==> src/cod_regs.vh <==
`ifndef COD_REGS_VH
`define COD_REGS_VH
// Register byte offsets on the bus
`define COD_REG_OPCODE 8'h00
`define COD_REG_OPER 8'h04
`define COD_REG_ACC 8'h08
`define COD_REG_IDX 8'h0C
`define COD_REG_CCR 8'h10
`define COD_REG_SP 8'h14
`define COD_REG_STAT 8'h18
// Condition-code bit positions
`define COD_CCR_H 4
`define COD_CCR_I 3
`define COD_CCR_N 2
`define COD_CCR_Z 1
`define COD_CCR_C 0
// Status bit positions
`define COD_ST_BUSY 0
`define COD_ST_TAKEN 1
`define COD_ST_LOWPWR 2
`define COD_ST_ILLEGAL 3
`define COD_ST_LEN_LSB 4
`define COD_ST_CYC_LSB 8
// Reset values
`define COD_SP_RST 8'hFF
`define COD_CCR_RST 5'h08
// Instruction classes
`define COD_CLS_ILL 4'h0
`define COD_CLS_REL 4'h1
`define COD_CLS_CALL 4'h2
`define COD_CLS_BTB 4'h3
`define COD_CLS_BSC 4'h4
`define COD_CLS_RMW 4'h5
`define COD_CLS_PROD 4'h6
`define COD_CLS_CTL 4'h7
// Lengths in bytes
`define COD_LEN_1 2'h1
`define COD_LEN_2 2'h2
`define COD_LEN_3 2'h3
// Cycle counts
`define COD_CYC_ILL 4'h1
`define COD_CYC_CTL 4'h2
`define COD_CYC_3 4'h3
`define COD_CYC_4 4'h4
`define COD_CYC_5 4'h5
`define COD_CYC_6 4'h6
`define COD_CYC_IRET 4'h9
`define COD_CYC_TRAP 4'hA
`define COD_CYC_PROD 4'hB
`endif

==> src/cod_class.v <==
`timescale 1ns/1ps
`include "cod_regs.vh"
module cod_class (
  input wire [7:0] opcode,
  output reg [3:0] cls,
  output reg [1:0] len,
  output reg [3:0] cyc
);
  wire [3:0] hi = opcode[7:4]; // Operand selector for read-modify-write
  wire [3:0] lo = opcode[3:0]; // Operation selector
  reg rmw_op; // Low nibble names a read-modify-write operation

  // Opcode to class, length and cycle count
  always @* begin
    rmw_op = (lo == 4'h0) || (lo == 4'h3) || (lo == 4'h4) || (lo == 4'h6) ||
             (lo == 4'h7) || (lo == 4'h8) || (lo == 4'h9) || (lo == 4'hA) ||
             (lo == 4'hC) || (lo == 4'hD) || (lo == 4'hF);
    cls = `COD_CLS_ILL;
    len = `COD_LEN_1;
    cyc = `COD_CYC_ILL;
    if (hi == 4'h0) begin
      // Bit test and jump
      cls = `COD_CLS_BTB; len = `COD_LEN_3; cyc = `COD_CYC_5;
    end else if (hi == 4'h1) begin
      // Direct bit set or clear
      cls = `COD_CLS_BSC; len = `COD_LEN_2; cyc = `COD_CYC_5;
    end else if (hi == 4'h2) begin
      // Relative branches
      cls = `COD_CLS_REL; len = `COD_LEN_2; cyc = `COD_CYC_3;
    end else if (opcode == 8'hAD) begin
      cls = `COD_CLS_CALL; len = `COD_LEN_2; cyc = `COD_CYC_6;
    end else if (opcode == 8'h42) begin
      cls = `COD_CLS_PROD; len = `COD_LEN_1; cyc = `COD_CYC_PROD;
    end else if (rmw_op && (hi == 4'h4 || hi == 4'h5)) begin
      cls = `COD_CLS_RMW; len = `COD_LEN_1; cyc = `COD_CYC_3;
    end else if (rmw_op && (hi == 4'h3 || hi == 4'h7)) begin
      // Direct and indexed; test reads only, so one cycle less
      cls = `COD_CLS_RMW;
      len = (hi == 4'h3) ? `COD_LEN_2 : `COD_LEN_1;
      cyc = (lo == 4'hD) ? `COD_CYC_4 : `COD_CYC_5;
    end else if (rmw_op && hi == 4'h6) begin
      cls = `COD_CLS_RMW; len = `COD_LEN_2;
      cyc = (lo == 4'hD) ? `COD_CYC_5 : `COD_CYC_6;
    end else if (opcode == 8'h83) begin
      cls = `COD_CLS_CTL; cyc = `COD_CYC_TRAP;
    end else if (opcode == 8'h81) begin
      cls = `COD_CLS_CTL; cyc = `COD_CYC_6;
    end else if (opcode == 8'h80) begin
      cls = `COD_CLS_CTL; cyc = `COD_CYC_IRET;
    end else if ((opcode >= 8'h97 && opcode <= 8'h9D) || opcode == 8'h9F ||
                 opcode == 8'h8E || opcode == 8'h8F) begin
      // Two-cycle inherent group
      cls = `COD_CLS_CTL; cyc = `COD_CYC_CTL;
    end
  end
endmodule // cod_class

==> src/cod_alu.v <==
`timescale 1ns/1ps
module cod_alu (
  input wire [3:0] op,
  input wire [7:0] din,
  input wire cin,
  output reg [7:0] dout,
  output reg cout,
  output reg wr
);
  // Read-modify-write operations by low nibble
  always @* begin
    dout = din;
    cout = cin;
    wr = 1'b1;
    case (op)
      4'h0: begin
        dout = (~din) + 8'h01;
        cout = (din != 8'h00);
      end
      4'h3: begin
        dout = ~din;
        cout = 1'b1;
      end
      4'h4: begin
        dout = {1'b0, din[7:1]};
        cout = din[0];
      end
      4'h6: begin
        dout = {cin, din[7:1]};
        cout = din[0];
      end
      4'h7: begin
        dout = {din[7], din[7:1]};
        cout = din[0];
      end
      4'h8: begin
        dout = {din[6:0], 1'b0};
        cout = din[7];
      end
      4'h9: begin
        dout = {din[6:0], cin};
        cout = din[7];
      end
      4'hA: dout = din - 8'h01;
      4'hC: dout = din + 8'h01;
      4'hF: dout = 8'h00;
      // Test only looks, never writes back
      default: wr = 1'b0;
    endcase
  end
endmodule // cod_alu

==> src/cod_top.v <==
`timescale 1ns/1ps
`include "cod_regs.vh"
// Functional notes
// - relative branches 20-2F, two bytes, three cycles
// - 24 carry clear, 25 carry set
// - 28/29 branch on half-carry clear/set
// - 2C/2D branch on mask clear/set
// - 2E/2F branch on interrupt line low/high
// - AD relative call, two bytes, six cycles
// - bit test jumps 2n/01+2n, three bytes, five
// - bit set/clear 10+2n/11+2n, two bytes, five
// - high nibble operand, low nibble operation
// - RMW lengths and cycles per operand form
// - test operation D, shorter memory timings
// - 9B sets mask, 99 sets carry
// - 9A clears mask, 98 clears carry
// - trap 10, return 6, interrupt return 9
// - 42 multiplies index by accumulator, eleven cycles
module cod_top (
  input wire CORE_CLK,
  input wire ARST_N,
  // Register bus, classic single cycle
  input wire WB_CYC_I,
  input wire WB_STB_I,
  input wire WB_WE_I,
  input wire [7:0] WB_ADR_I,
  input wire [3:0] WB_SEL_I,
  input wire [31:0] WB_DAT_I,
  output reg [31:0] WB_DAT_O,
  output reg WB_ACK_O,
  // Interrupt line, taken as already synchronous to the core clock
  input wire IRQ_LINE,
  // Instruction status, all registered
  output reg BUSY,
  output reg BRANCH_TAKEN,
  output reg LOW_POWER,
  output reg DONE
);
  // Two states suffice: every instruction is a fixed count
  localparam ST_IDLE = 1'b0; // Waiting for an opcode
  localparam ST_EXEC = 1'b1; // Spending the instruction's cycles

  reg state_ff; // Sequencer state
  reg nxt_state;
  reg [3:0] cnt_ff; // Cycles left in the instruction
  reg [3:0] nxt_cnt;
  reg [7:0] opc_ff; // Opcode being executed
  reg [3:0] cls_ff; // Its class
  reg [1:0] len_ff; // Its length in bytes
  reg [3:0] cyc_ff; // Its total cycle count
  reg [7:0] acc_ff; // Accumulator
  reg [7:0] idx_ff; // Index register
  reg [7:0] oper_ff; // Memory operand byte
  reg [7:0] sp_ff; // Stack pointer
  reg [4:0] ccr_ff; // Condition codes H I N Z C
  reg taken_ff; // Last branch decision
  reg lowpwr_ff; // Low-power state after stop or wait
  reg illegal_ff; // Last opcode was not in the map
  reg ack_ff; // Bus answer
  reg [31:0] rdat_ff; // Bus read data
  reg busy_ff; // Mirror of the exec state for the pin
  reg done_ff; // One-cycle end pulse

  wire [3:0] dcd_cls; // Decode of the byte on the bus
  wire [1:0] dcd_len;
  wire [3:0] dcd_cyc;
  wire [7:0] alu_out; // Read-modify-write result
  wire alu_c;
  wire alu_wr;
  reg [7:0] alu_in; // Operand chosen by the high nibble
  reg cond; // Branch condition for the held opcode
  wire [15:0] product; // Index times accumulator
  wire bus_req; // New request this cycle
  wire bus_wr; // Write taking effect
  wire last; // Final cycle of the instruction
  wire op_start; // Opcode write accepted
  wire idle_wr; // Register write allowed: no instruction in flight

  assign bus_req = WB_CYC_I & WB_STB_I & ~ack_ff;
  assign bus_wr = bus_req & WB_WE_I & WB_SEL_I[0];
  // Opcode writes while busy are dropped, not queued
  assign op_start = bus_wr & (WB_ADR_I == `COD_REG_OPCODE) & (state_ff == ST_IDLE);
  assign last = (state_ff == ST_EXEC) & (cnt_ff == 4'h1);
  // Registers are frozen while counting so results cannot be overwritten
  assign idle_wr = bus_wr & (state_ff == ST_IDLE);
  assign product = idx_ff * acc_ff;

  // Held opcode works on the accumulator or index, not on memory
  function reg_form;
    input [7:0] opc;
    begin
      reg_form = (opc[7:4] == 4'h4) || (opc[7:4] == 4'h5);
    end
  endfunction

  // Decode straight off the write data so timing starts at once
  cod_class u_class (
    .opcode(WB_DAT_I[7:0]),
    .cls(dcd_cls),
    .len(dcd_len),
    .cyc(dcd_cyc)
  );

  // Operand select by high nibble
  always @* begin
    if (opc_ff[7:4] == 4'h4) begin
      alu_in = acc_ff;
    end else if (opc_ff[7:4] == 4'h5) begin
      alu_in = idx_ff;
    end else begin
      alu_in = oper_ff;
    end
  end

  cod_alu u_alu (
    .op(opc_ff[3:0]),
    .din(alu_in),
    .cin(ccr_ff[`COD_CCR_C]),
    .dout(alu_out),
    .cout(alu_c),
    .wr(alu_wr)
  );

  // Branch condition, decided from flags at the last cycle
  // The line is read with no extra flop, so the decision sees it
  // exactly at the final cycle; a glitchy line must be cleaned outside
  always @* begin
    cond = 1'b0;
    if (cls_ff == `COD_CLS_BTB) begin
      // Even opcode jumps on a set bit, odd on a clear one
      cond = oper_ff[opc_ff[3:1]] ^ opc_ff[0];
    end else if (cls_ff == `COD_CLS_CALL) begin
      cond = 1'b1;
    end else if (cls_ff == `COD_CLS_REL) begin
      case (opc_ff[3:0])
        4'h0: cond = 1'b1;
        4'h1: cond = 1'b0;
        4'h2: cond = ~(ccr_ff[`COD_CCR_C] | ccr_ff[`COD_CCR_Z]);
        4'h3: cond = ccr_ff[`COD_CCR_C] | ccr_ff[`COD_CCR_Z];
        4'h4: cond = ~ccr_ff[`COD_CCR_C];
        4'h5: cond = ccr_ff[`COD_CCR_C];
        4'h6: cond = ~ccr_ff[`COD_CCR_Z];
        4'h7: cond = ccr_ff[`COD_CCR_Z];
        4'h8: cond = ~ccr_ff[`COD_CCR_H];
        4'h9: cond = ccr_ff[`COD_CCR_H];
        4'hA: cond = ~ccr_ff[`COD_CCR_N];
        4'hB: cond = ccr_ff[`COD_CCR_N];
        4'hC: cond = ~ccr_ff[`COD_CCR_I];
        4'hD: cond = ccr_ff[`COD_CCR_I];
        4'hE: cond = ~IRQ_LINE;
        default: cond = IRQ_LINE;
      endcase
    end
  end

  // Sequencer next state: count the instruction's cycles down
  always @* begin
    nxt_state = state_ff;
    nxt_cnt = cnt_ff;
    case (state_ff)
      ST_IDLE: begin
        if (op_start) begin
          nxt_state = ST_EXEC;
          nxt_cnt = dcd_cyc;
        end
      end
      default: begin
        // Counting down; the last cycle commits results
        nxt_cnt = cnt_ff - 4'h1;
        if (cnt_ff == 4'h1) begin
          nxt_state = ST_IDLE;
        end
      end
    endcase
  end

  // Sequencer flops and latched decode
  always @(posedge CORE_CLK or negedge ARST_N) begin
    if (!ARST_N) begin
      state_ff <= ST_IDLE;
      cnt_ff <= 4'h0;
      opc_ff <= 8'h00;
      cls_ff <= `COD_CLS_ILL;
      len_ff <= 2'h0;
      cyc_ff <= 4'h0;
      busy_ff <= 1'b0;
      done_ff <= 1'b0;
    end else begin
      state_ff <= nxt_state;
      cnt_ff <= nxt_cnt;
      busy_ff <= (nxt_state == ST_EXEC);
      done_ff <= last;
      if (op_start) begin
        opc_ff <= WB_DAT_I[7:0];
        cls_ff <= dcd_cls;
        len_ff <= dcd_len;
        cyc_ff <= dcd_cyc;
      end
    end
  end

  // Result flags; taken and low-power entry commit on the last cycle, illegal is set at opcode start
  always @(posedge CORE_CLK or negedge ARST_N) begin
    if (!ARST_N) begin
      taken_ff <= 1'b0;
      lowpwr_ff <= 1'b0;
      illegal_ff <= 1'b0;
    end else begin
      if (op_start) begin
        // A new opcode is also the wake-up from low power
        lowpwr_ff <= 1'b0;
        illegal_ff <= (dcd_cls == `COD_CLS_ILL);
      end else if (last) begin
        taken_ff <= cond;
        if (opc_ff == 8'h8E || opc_ff == 8'h8F) begin
          lowpwr_ff <= 1'b1;
        end
      end
    end
  end

  // Accumulator and index: bus writes when idle, results at commit
  always @(posedge CORE_CLK or negedge ARST_N) begin
    if (!ARST_N) begin
      acc_ff <= 8'h00;
      idx_ff <= 8'h00;
    end else if (last) begin
      if (cls_ff == `COD_CLS_PROD) begin
        idx_ff <= product[15:8];
        acc_ff <= product[7:0];
      end else if (cls_ff == `COD_CLS_RMW && alu_wr && opc_ff[7:4] == 4'h4) begin
        acc_ff <= alu_out;
      end else if (cls_ff == `COD_CLS_RMW && alu_wr && opc_ff[7:4] == 4'h5) begin
        idx_ff <= alu_out;
      end else if (opc_ff == 8'h97) begin
        idx_ff <= acc_ff;
      end else if (opc_ff == 8'h9F) begin
        acc_ff <= idx_ff;
      end
    end else if (idle_wr) begin
      if (WB_ADR_I == `COD_REG_ACC) begin
        acc_ff <= WB_DAT_I[7:0];
      end else if (WB_ADR_I == `COD_REG_IDX) begin
        idx_ff <= WB_DAT_I[7:0];
      end
    end
  end

  // Memory operand byte and stack pointer
  always @(posedge CORE_CLK or negedge ARST_N) begin
    if (!ARST_N) begin
      oper_ff <= 8'h00;
      sp_ff <= `COD_SP_RST;
    end else if (last) begin
      if (cls_ff == `COD_CLS_BSC) begin
        // Even opcode sets the bit, odd clears it
        oper_ff[opc_ff[3:1]] <= ~opc_ff[0];
      end else if (cls_ff == `COD_CLS_RMW && alu_wr && !reg_form(opc_ff)) begin
        oper_ff <= alu_out;
      end else if (opc_ff == 8'h9C) begin
        sp_ff <= `COD_SP_RST;
      end
    end else if (idle_wr) begin
      if (WB_ADR_I == `COD_REG_OPER) begin
        oper_ff <= WB_DAT_I[7:0];
      end else if (WB_ADR_I == `COD_REG_SP) begin
        sp_ff <= WB_DAT_I[7:0];
      end
    end
  end

  // Condition codes
  always @(posedge CORE_CLK or negedge ARST_N) begin
    if (!ARST_N) begin
      ccr_ff <= `COD_CCR_RST;
    end else if (last) begin
      if (cls_ff == `COD_CLS_RMW) begin
        ccr_ff[`COD_CCR_N] <= alu_out[7];
        ccr_ff[`COD_CCR_Z] <= (alu_out == 8'h00);
        ccr_ff[`COD_CCR_C] <= alu_c;
      end else if (cls_ff == `COD_CLS_BTB) begin
        // Tested bit lands in carry
        ccr_ff[`COD_CCR_C] <= oper_ff[opc_ff[3:1]];
      end else if (cls_ff == `COD_CLS_PROD) begin
        ccr_ff[`COD_CCR_H] <= 1'b0;
        ccr_ff[`COD_CCR_C] <= 1'b0;
      end else if (opc_ff == 8'h9B || opc_ff == 8'h83) begin
        ccr_ff[`COD_CCR_I] <= 1'b1;
      end else if (opc_ff == 8'h99) begin
        ccr_ff[`COD_CCR_C] <= 1'b1;
      end else if (opc_ff == 8'h9A) begin
        ccr_ff[`COD_CCR_I] <= 1'b0;
      end else if (opc_ff == 8'h98) begin
        ccr_ff[`COD_CCR_C] <= 1'b0;
      end
    end else if (idle_wr && WB_ADR_I == `COD_REG_CCR) begin
      ccr_ff <= WB_DAT_I[4:0];
    end
  end

  // Status is a snapshot of the last instruction, not live decode
  // Bus read mux; unmapped reads return zero
  always @(posedge CORE_CLK or negedge ARST_N) begin
    if (!ARST_N) begin
      rdat_ff <= 32'h00000000;
      ack_ff <= 1'b0;
    end else begin
      ack_ff <= bus_req;
      rdat_ff <= 32'h00000000;
      if (bus_req && !WB_WE_I) begin
        if (WB_ADR_I == `COD_REG_OPCODE) begin
          rdat_ff <= {24'h000000, opc_ff};
        end else if (WB_ADR_I == `COD_REG_OPER) begin
          rdat_ff <= {24'h000000, oper_ff};
        end else if (WB_ADR_I == `COD_REG_ACC) begin
          rdat_ff <= {24'h000000, acc_ff};
        end else if (WB_ADR_I == `COD_REG_IDX) begin
          rdat_ff <= {24'h000000, idx_ff};
        end else if (WB_ADR_I == `COD_REG_CCR) begin
          rdat_ff <= {27'h0, ccr_ff};
        end else if (WB_ADR_I == `COD_REG_SP) begin
          rdat_ff <= {24'h000000, sp_ff};
        end else if (WB_ADR_I == `COD_REG_STAT) begin
          rdat_ff[`COD_ST_BUSY] <= busy_ff;
          rdat_ff[`COD_ST_TAKEN] <= taken_ff;
          rdat_ff[`COD_ST_LOWPWR] <= lowpwr_ff;
          rdat_ff[`COD_ST_ILLEGAL] <= illegal_ff;
          rdat_ff[`COD_ST_LEN_LSB+1:`COD_ST_LEN_LSB] <= len_ff;
          rdat_ff[`COD_ST_CYC_LSB+3:`COD_ST_CYC_LSB] <= cyc_ff;
        end
      end
    end
  end

  // Outputs straight from flops
  always @* begin
    WB_DAT_O = rdat_ff;
    WB_ACK_O = ack_ff;
    BUSY = busy_ff;
    BRANCH_TAKEN = taken_ff;
    LOW_POWER = lowpwr_ff;
    DONE = done_ff;
  end
endmodule // cod_top

==> config.mk <==
export PLATFORM = sky130hd
export DESIGN_NAME = cod_top
export DESIGN_NICKNAME = d
export VERILOG_FILES = /design/src/cod_class.v /design/src/cod_alu.v /design/src/cod_top.v
export VERILOG_INCLUDE_DIRS = /design/src
export SDC_FILE = /design/constraint.sdc
export NUM_CORES = 1
export LEC_CHECK = 0
export BUFFER_PORTS_ARGS = -buffer_cell sky130_fd_sc_hd__buf_2
export CAP_MARGIN = 20
export CORE_ASPECT_RATIO = 0.7
export CORE_MARGIN = 5
export CORE_UTILIZATION = 35
export CTS_BUF_LIST = sky130_fd_sc_hd__clkbuf_4 sky130_fd_sc_hd__clkbuf_8 sky130_fd_sc_hd__clkbuf_16
export CTS_CLUSTER_SIZE = 25
export DETAILED_ROUTE_END_ITERATION = 8
export PLACE_DENSITY = 0.61
export SETUP_SLACK_MARGIN = 0.1
export SLEW_MARGIN = 20
export SYNTH_ARGS = -nofsm -noshare
export SYNTH_HDL_FRONTEND = slang
export SYNTH_SLANG_ARGS = --single-unit
==> constraint.sdc <==
create_clock -name CORE_CLK -period 8.5 [get_ports CORE_CLK]
set_clock_uncertainty 0.15 [all_clocks]
set_input_delay 1.275 -clock CORE_CLK [delete_from_list [all_inputs] [get_ports CORE_CLK]]
set_output_delay 1.275 -clock CORE_CLK [all_outputs]
set_load 0.005 [all_outputs]
## After elaboration in Yosys (flattened, before gate mapping)

Cells that the tools add are included.

- Add/sub/neg operators: 4
- Multiply operators: 1
- Order comparisons: 4
- Equality and inequality tests: 87
- Multiplexer cells: 113
- Bitwise operators: 22
- Reduce and logical (&&, ||, !) cells: 60

Operators by type and width:

| operator | count |
|---|---|
| $mux 8 | 30 |
| $eq 8x8->1 const B | 17 |
| $mux 4 | 26 |
| $pmux 8 s10 | 1 |
| $mux 12 | 6 |
| $eq 4x3->1 const B | 16 |
| $eq 4x4->1 const B | 14 |
| $mux 2 | 15 |
| $eq 4x2->1 const B | 7 |
| $mux 1 | 25 |
| $eq 8x5->1 const B | 3 |
| $logic_or 1x1->1 | 18 |
| $reduce_bool 2->1 | 9 |
| $add 8x1->8 const B | 2 |
| $eq 4x1->1 const B | 4 |
| $eq 8x4->1 const B | 2 |
| $logic_not 4->1 | 4 |
| $logic_not 8->1 | 2 |
| $mul 8x8->16 | 1 |
| $pmux 1 s15 | 1 |
| $reduce_and 5->1 | 3 |
| $ne 2x2->1 const B | 7 |
| $mux 6 | 2 |
| $reduce_and 6->1 | 2 |
| 38 further kinds | 74 |

- Register bits: 97
- Logic and storage cells: 311

## Longest topological paths before layout

- Depth in word-level cells: 22
- Mapped depth: 20
- Depth with buffers taken out: 19

## Hierarchy

From an unflattened synthesis, not the netlist that was laid out.

- Cells, all modules: 1079
- Area, all modules: 8717.1 sq um

Modules (own cells, without submodules):

| module | times used | cells each | area an instance (sq um) | seq. area each (sq um) |
|---|---|---|---|---|
| cod_top | 1 | 836 | 7146.9 | 1938.1 |
| cod_alu | 1 | 166 | 1047.3 | 0.0 |
| cod_class | 1 | 77 | 523.0 | 0.0 |

## Worst setup path after synthesis

OpenSTA, ideal clock, no wires.

- Path type: register -> register
- From: reg idx_ff[3]
- To: reg idx_ff[7]
- Arrival: 4.423 ns
- Required time: 8.227 ns
- Path slack: 3.804 ns
- Cell stages (with the launch flop): 20
- Buffers on the path: 1
- Clock period less this slack: 4.696 ns
- Path through: dfrtp_1 > clkbuf_1 > and2_1 > fa_1 > inv_1 > fa_1 > inv_1 > fa_1 > inv_1 > fa_1 > inv_1 > ha_1 > inv_1 > a21oi_1 > o41a_1 > a211oi_1 > nor3_1 > xnor2_1 > o21ai_0 > o221a_1

- Word-level cells in the longest chain between the ends: 9
- Elaborated cells on any way between the ends: 12
- Classes of those cells: add/sub (3); mul (1); mux (7); bitwise (1)

RTL lines:

| element | line | text |
|---|---|---|
| start: declaration | cod_top.v:52 | `reg [7:0] idx_ff;` |
| start signal: assignment | cod_top.v:229 | `idx_ff <= product[15:8];` |
| start signal: assignment | cod_top.v:234 | `idx_ff <= alu_out;` |
| start signal: assignment | cod_top.v:244 | `idx_ff <= WB_DAT_I[7:0];` |
| $mux 8 | cod_top.v:108 | `end else if (opc_ff[7:4] == 4'h5) begin` |
| $mux 8 | cod_top.v:106 | `if (opc_ff[7:4] == 4'h4) begin` |
| $not 8->8 | cod_alu.v:17 | `dout = (~din) + 8'h01;` |
| $add 8x1->8 | cod_alu.v:17 |  |
| $pmux 8 s10 | cod_alu.v:15 | `case (op)` |
| $mux 8 | cod_top.v:233 | `` end else if (cls_ff == `COD_CLS_RMW && alu_wr && opc_ff[7:4] == 4'h5) begin `` |
| $mux 8 | cod_top.v:231 | `` end else if (cls_ff == `COD_CLS_RMW && alu_wr && opc_ff[7:4] == 4'h4) begin `` |
| $mux 8 * | cod_top.v:228 | `` if (cls_ff == `COD_CLS_PROD) begin `` |
| $mux 8 * | cod_top.v:227 | `end else if (last) begin` |

Mark *: on every way between the ends. The rest lies on a longest branch, timed or not. The select of a mux whose other input is x is not followed.
A chain may end at the register's enable or synchronous reset.

## Final worst setup path

Ends and elaborated chain as after synthesis.

==> run_results.csv <==
group,metric,value,unit
yosys,synth_top_area_share,0.201,
power,powerDensity,100,mW/mm²
timing,hold_viol,0,
yosys,ys_top_cells_by_area,"dfrtp_1 20%, fa_1 8.6%, ha_1 6.2%",
floorplanning,die-area,0.0271,mm²
timing,grt_setup_unrepaired,"false",
min_path,hold_class,"reg -> reg",
floorplanning,die_w,194,µm
power,swShare,0.289,
yosys,synth-main-ff-cell,"dfrtp_1",
cts,cts_root_buf,"clkbuf_16",
timing,drv_slew,0,
final_layout,diodes,0,
final_layout,nFillCells,2484,
worst_setup_path,startpoint,"idx_ff[3]",
grt,grt_max_degree,77,
yosys,synth_xor_area_frac,0.0210,
power,power.switching,0.000258,W
final_layout,nets,1176,
cts,clockBufferDepth,2,
yosys,ys_async_sr_fraction,1.00,
worst_setup_path,r2r-end,"idx_ff[7]",
yosys,synthSimpleGateAreaFrac,0.252,
worst_setup_path,arrival,5340,ps
yosys,yosys.area_share.adder,0.149,
final_layout,multi_input_area,0.00575,mm²
worst_setup_path,endpoint,"idx_ff[7]",
floorplanning,row_count,47,
cts,post-cts-setup-buffer-count,0,
grt,antenna_found_initial,0,
cts,htreeDepth,3,
worst_setup_path,r2r.worst_path.cells,18,
cts,cts_resized,0,
cts,cts_tree,"yes",
yosys,synth_top_cell_by_area,"dfrtp_1",
yosys,yosysWarnings,0,
power,ir_drop,0.0863,mV
yosys,synth-edff-count,0,
drt,wire_per_inst,19.9,µm
yosys,syn-instance-count,1067,
yosys,synth-seq-cells,76,
grt,grt_pass1_wl,43.2,mm
worst_setup_path,worstPathMaxFanout,12,
outcome,status,"completed",
timing,tightest_slew,1180,ps
cts,ctsHoldBuffers,0,
yosys,yosysMostFrequentCell,"nand2_1",
grt,grt_pass1_vias,7350,
grt,grt_overflow,0,
drt,vias,8032,
power,p_int,0.000636,W
power,clockPowerShare,0.470,
cts,clk_latency,350,ps
worst_setup_path,r2r_slack,3240,ps
timing,setup_ws,3240,ps
drt,drt_iter0_drc,1042,
yosys,ys_types,84,
power,p_leak,4.11,nW
final_layout,drive_gt1_frac,0.102,
drt,wirelength,27.3,mm
timing,finalCriticalPeriod,5260,ps
run,drv_cap,0,
timing,maxSlewHeadroom,0.212,
floorplanning,core_area,0.0235,mm²
cts,clk_pin_slew,70,ps
placed_design,io_buffers,39,
yosys,synth_top_family_by_area,"simple AND/OR/NAND/NOR gates",
grt,grt_use_total,0.197,
placed_design,place.gp.congestion,0.898,
timing,finalCritPeriodShare,0.619,
placed_design,detailed_place_hpwl,19.6,mm
worst_setup_path,start_kind,"register",
timing,finalSetupTns,0,ps
cts,cts-buffers-inserted,9,
drt,drc,0,
power,p_comb_frac,0.107,
drt,via_per_inst,5.85,
power,seqPwrFrac,0.424,
placed_design,dp_slack,3330,ps
drt,detail_route.first_pass.iterations,8,
floorplanning,io_pins,87,
yosys,syn_area_per_cell,7.82,µm²
power,power,0.000894,W
yosys,ys_seq_area_frac,0.229,
yosys,synth_mux_area_frac,0.0459,
floorplanning,initial_core_util,0.355,
worst_setup_path,rr_startpoint,"idx_ff[3]",
worst_setup_path,worstSetupPathType,"reg -> reg",
cts,clock_sinks,76,
yosys,netlist_top_cells_count,"120 x nand2_1, 87 x a21oi_1, 87 x nor2_1",
timing,finalSetupViolations,0,
final_layout,syn_to_final_growth,7.07,%
final_layout,seq_area,0.00191,mm²
yosys,mappedNetlistArea,0.00834,mm²
yosys,synth_compound_area_frac,0.211,
drt,antenna_left,0,
timing,fmax,0.190,GHz
floorplanning,die_y,139,µm
worst_setup_path,critical_path_required,8580,ps
worst_setup_path,end_kind,"register",
[per-layer routing]
layer,share of wire,GRT usage
met2,0.40,0.264
met1,0.49,0.319
met5,0,0
met4,0.011,0.0329
met3,0.10,0.0503
[power groups by stage]
stage / sequential, W / combinational, W / clock (W)
2_1_floorplan: 0.000380 / 0.0000669 / 0
3_3_place_gp: 0.000385 / 0.0000917 / 0
3_5_place_dp: 0.000385 / 0.0000927 / 0
4_1_cts: 0.000378 / 0.0000933 / 0.000424
5_1_grt: 0.000379 / 0.000106 / 0.000438
6_report: 0.000379 / 0.0000955 / 0.000420
[worst max-delay path: stages (launching register included)]
cell and delay (ps):
dfrtp_1 590, and2_1 290, fa_1 530, inv_1 50, fa_1 470, inv_1 50
fa_1 520, inv_1 50, fa_1 530, inv_1 40, ha_1 320, inv_1 80
a21oi_1 70, o41a_1 410, a211oi_1 300, nor3_1 110, xnor2_1 190, o21ai_0 110
o221a_1 280
[through the flow]
stage,instance area [µm²],cells,utilization,hold WS [ps]
final,8930,1372,0.380,315
after global routing,8930,1372,0.380,326
after CTS,8920,1372,0.379,313
after detailed placement,8610,1356,0.366,303
after global placement,8610,1356,0.366,299
after floorplan,8410,1086,-,288
[flip-flops by register name (all words and copies together), names as in the netlist, 2 cells and up]
register	cells
opc_ff	8
idx_ff	8
cyc_ff	4
cnt_ff	4
sp_ff	8
cls_ff	3
len_ff	2
WB_DAT_O	12
oper_ff	8
acc_ff	8
ccr_ff	5
[logic make-up after synthesis]
family / Yosys count
compound gates: 270
xor+xnor: 20
fa+ha+maj: 78
buf+inv: 169
flops: 76
mux: 32
other cells: 1
simple gates: 421
[how the worst min path moves through the flow]
| stage | from | endpoint | slack (ps) | depth (start not counted) |
|---|---|---|---|---|
| floorplan | cyc_ff[3] | cyc_ff[3] | 290 | 2 |
| global placement | sp_ff[5] | sp_ff[5] | 300 | 2 |
| detailed placement | sp_ff[4] | sp_ff[4] | 300 | 2 |
| CTS | sp_ff[4] | sp_ff[4] | 310 | 2 |
| global route | sp_ff[6] | sp_ff[6] | 330 | 2 |
| finish | sp_ff[6] | sp_ff[6] | 310 | 2 |
[final cells by class]
class / count / area share
clock inverter: 7 / 0.0102
inverter: 70 / 0.0294
timing repair buffer: 51 / 0.0327
sequential: 76 / 0.214
clock buffer: 9 / 0.0252
tap: 318 / 0.0446
multi-input combinational: 841 / 0.644
[cell usage in the layout (no fill, tap or decap), types with 20 or more instances in the layout]
master	n
conb_1	20
ha_1	41
o21ai_0	49
nor3_1	35
nor2_1	87
nand3_1	30
fa_1	36
dfrtp_1	67
nand2_1	120
buf_2	38
inv_1	68
a21oi_1	87
and2_1	55
Power figures use the tool's default switching activity.
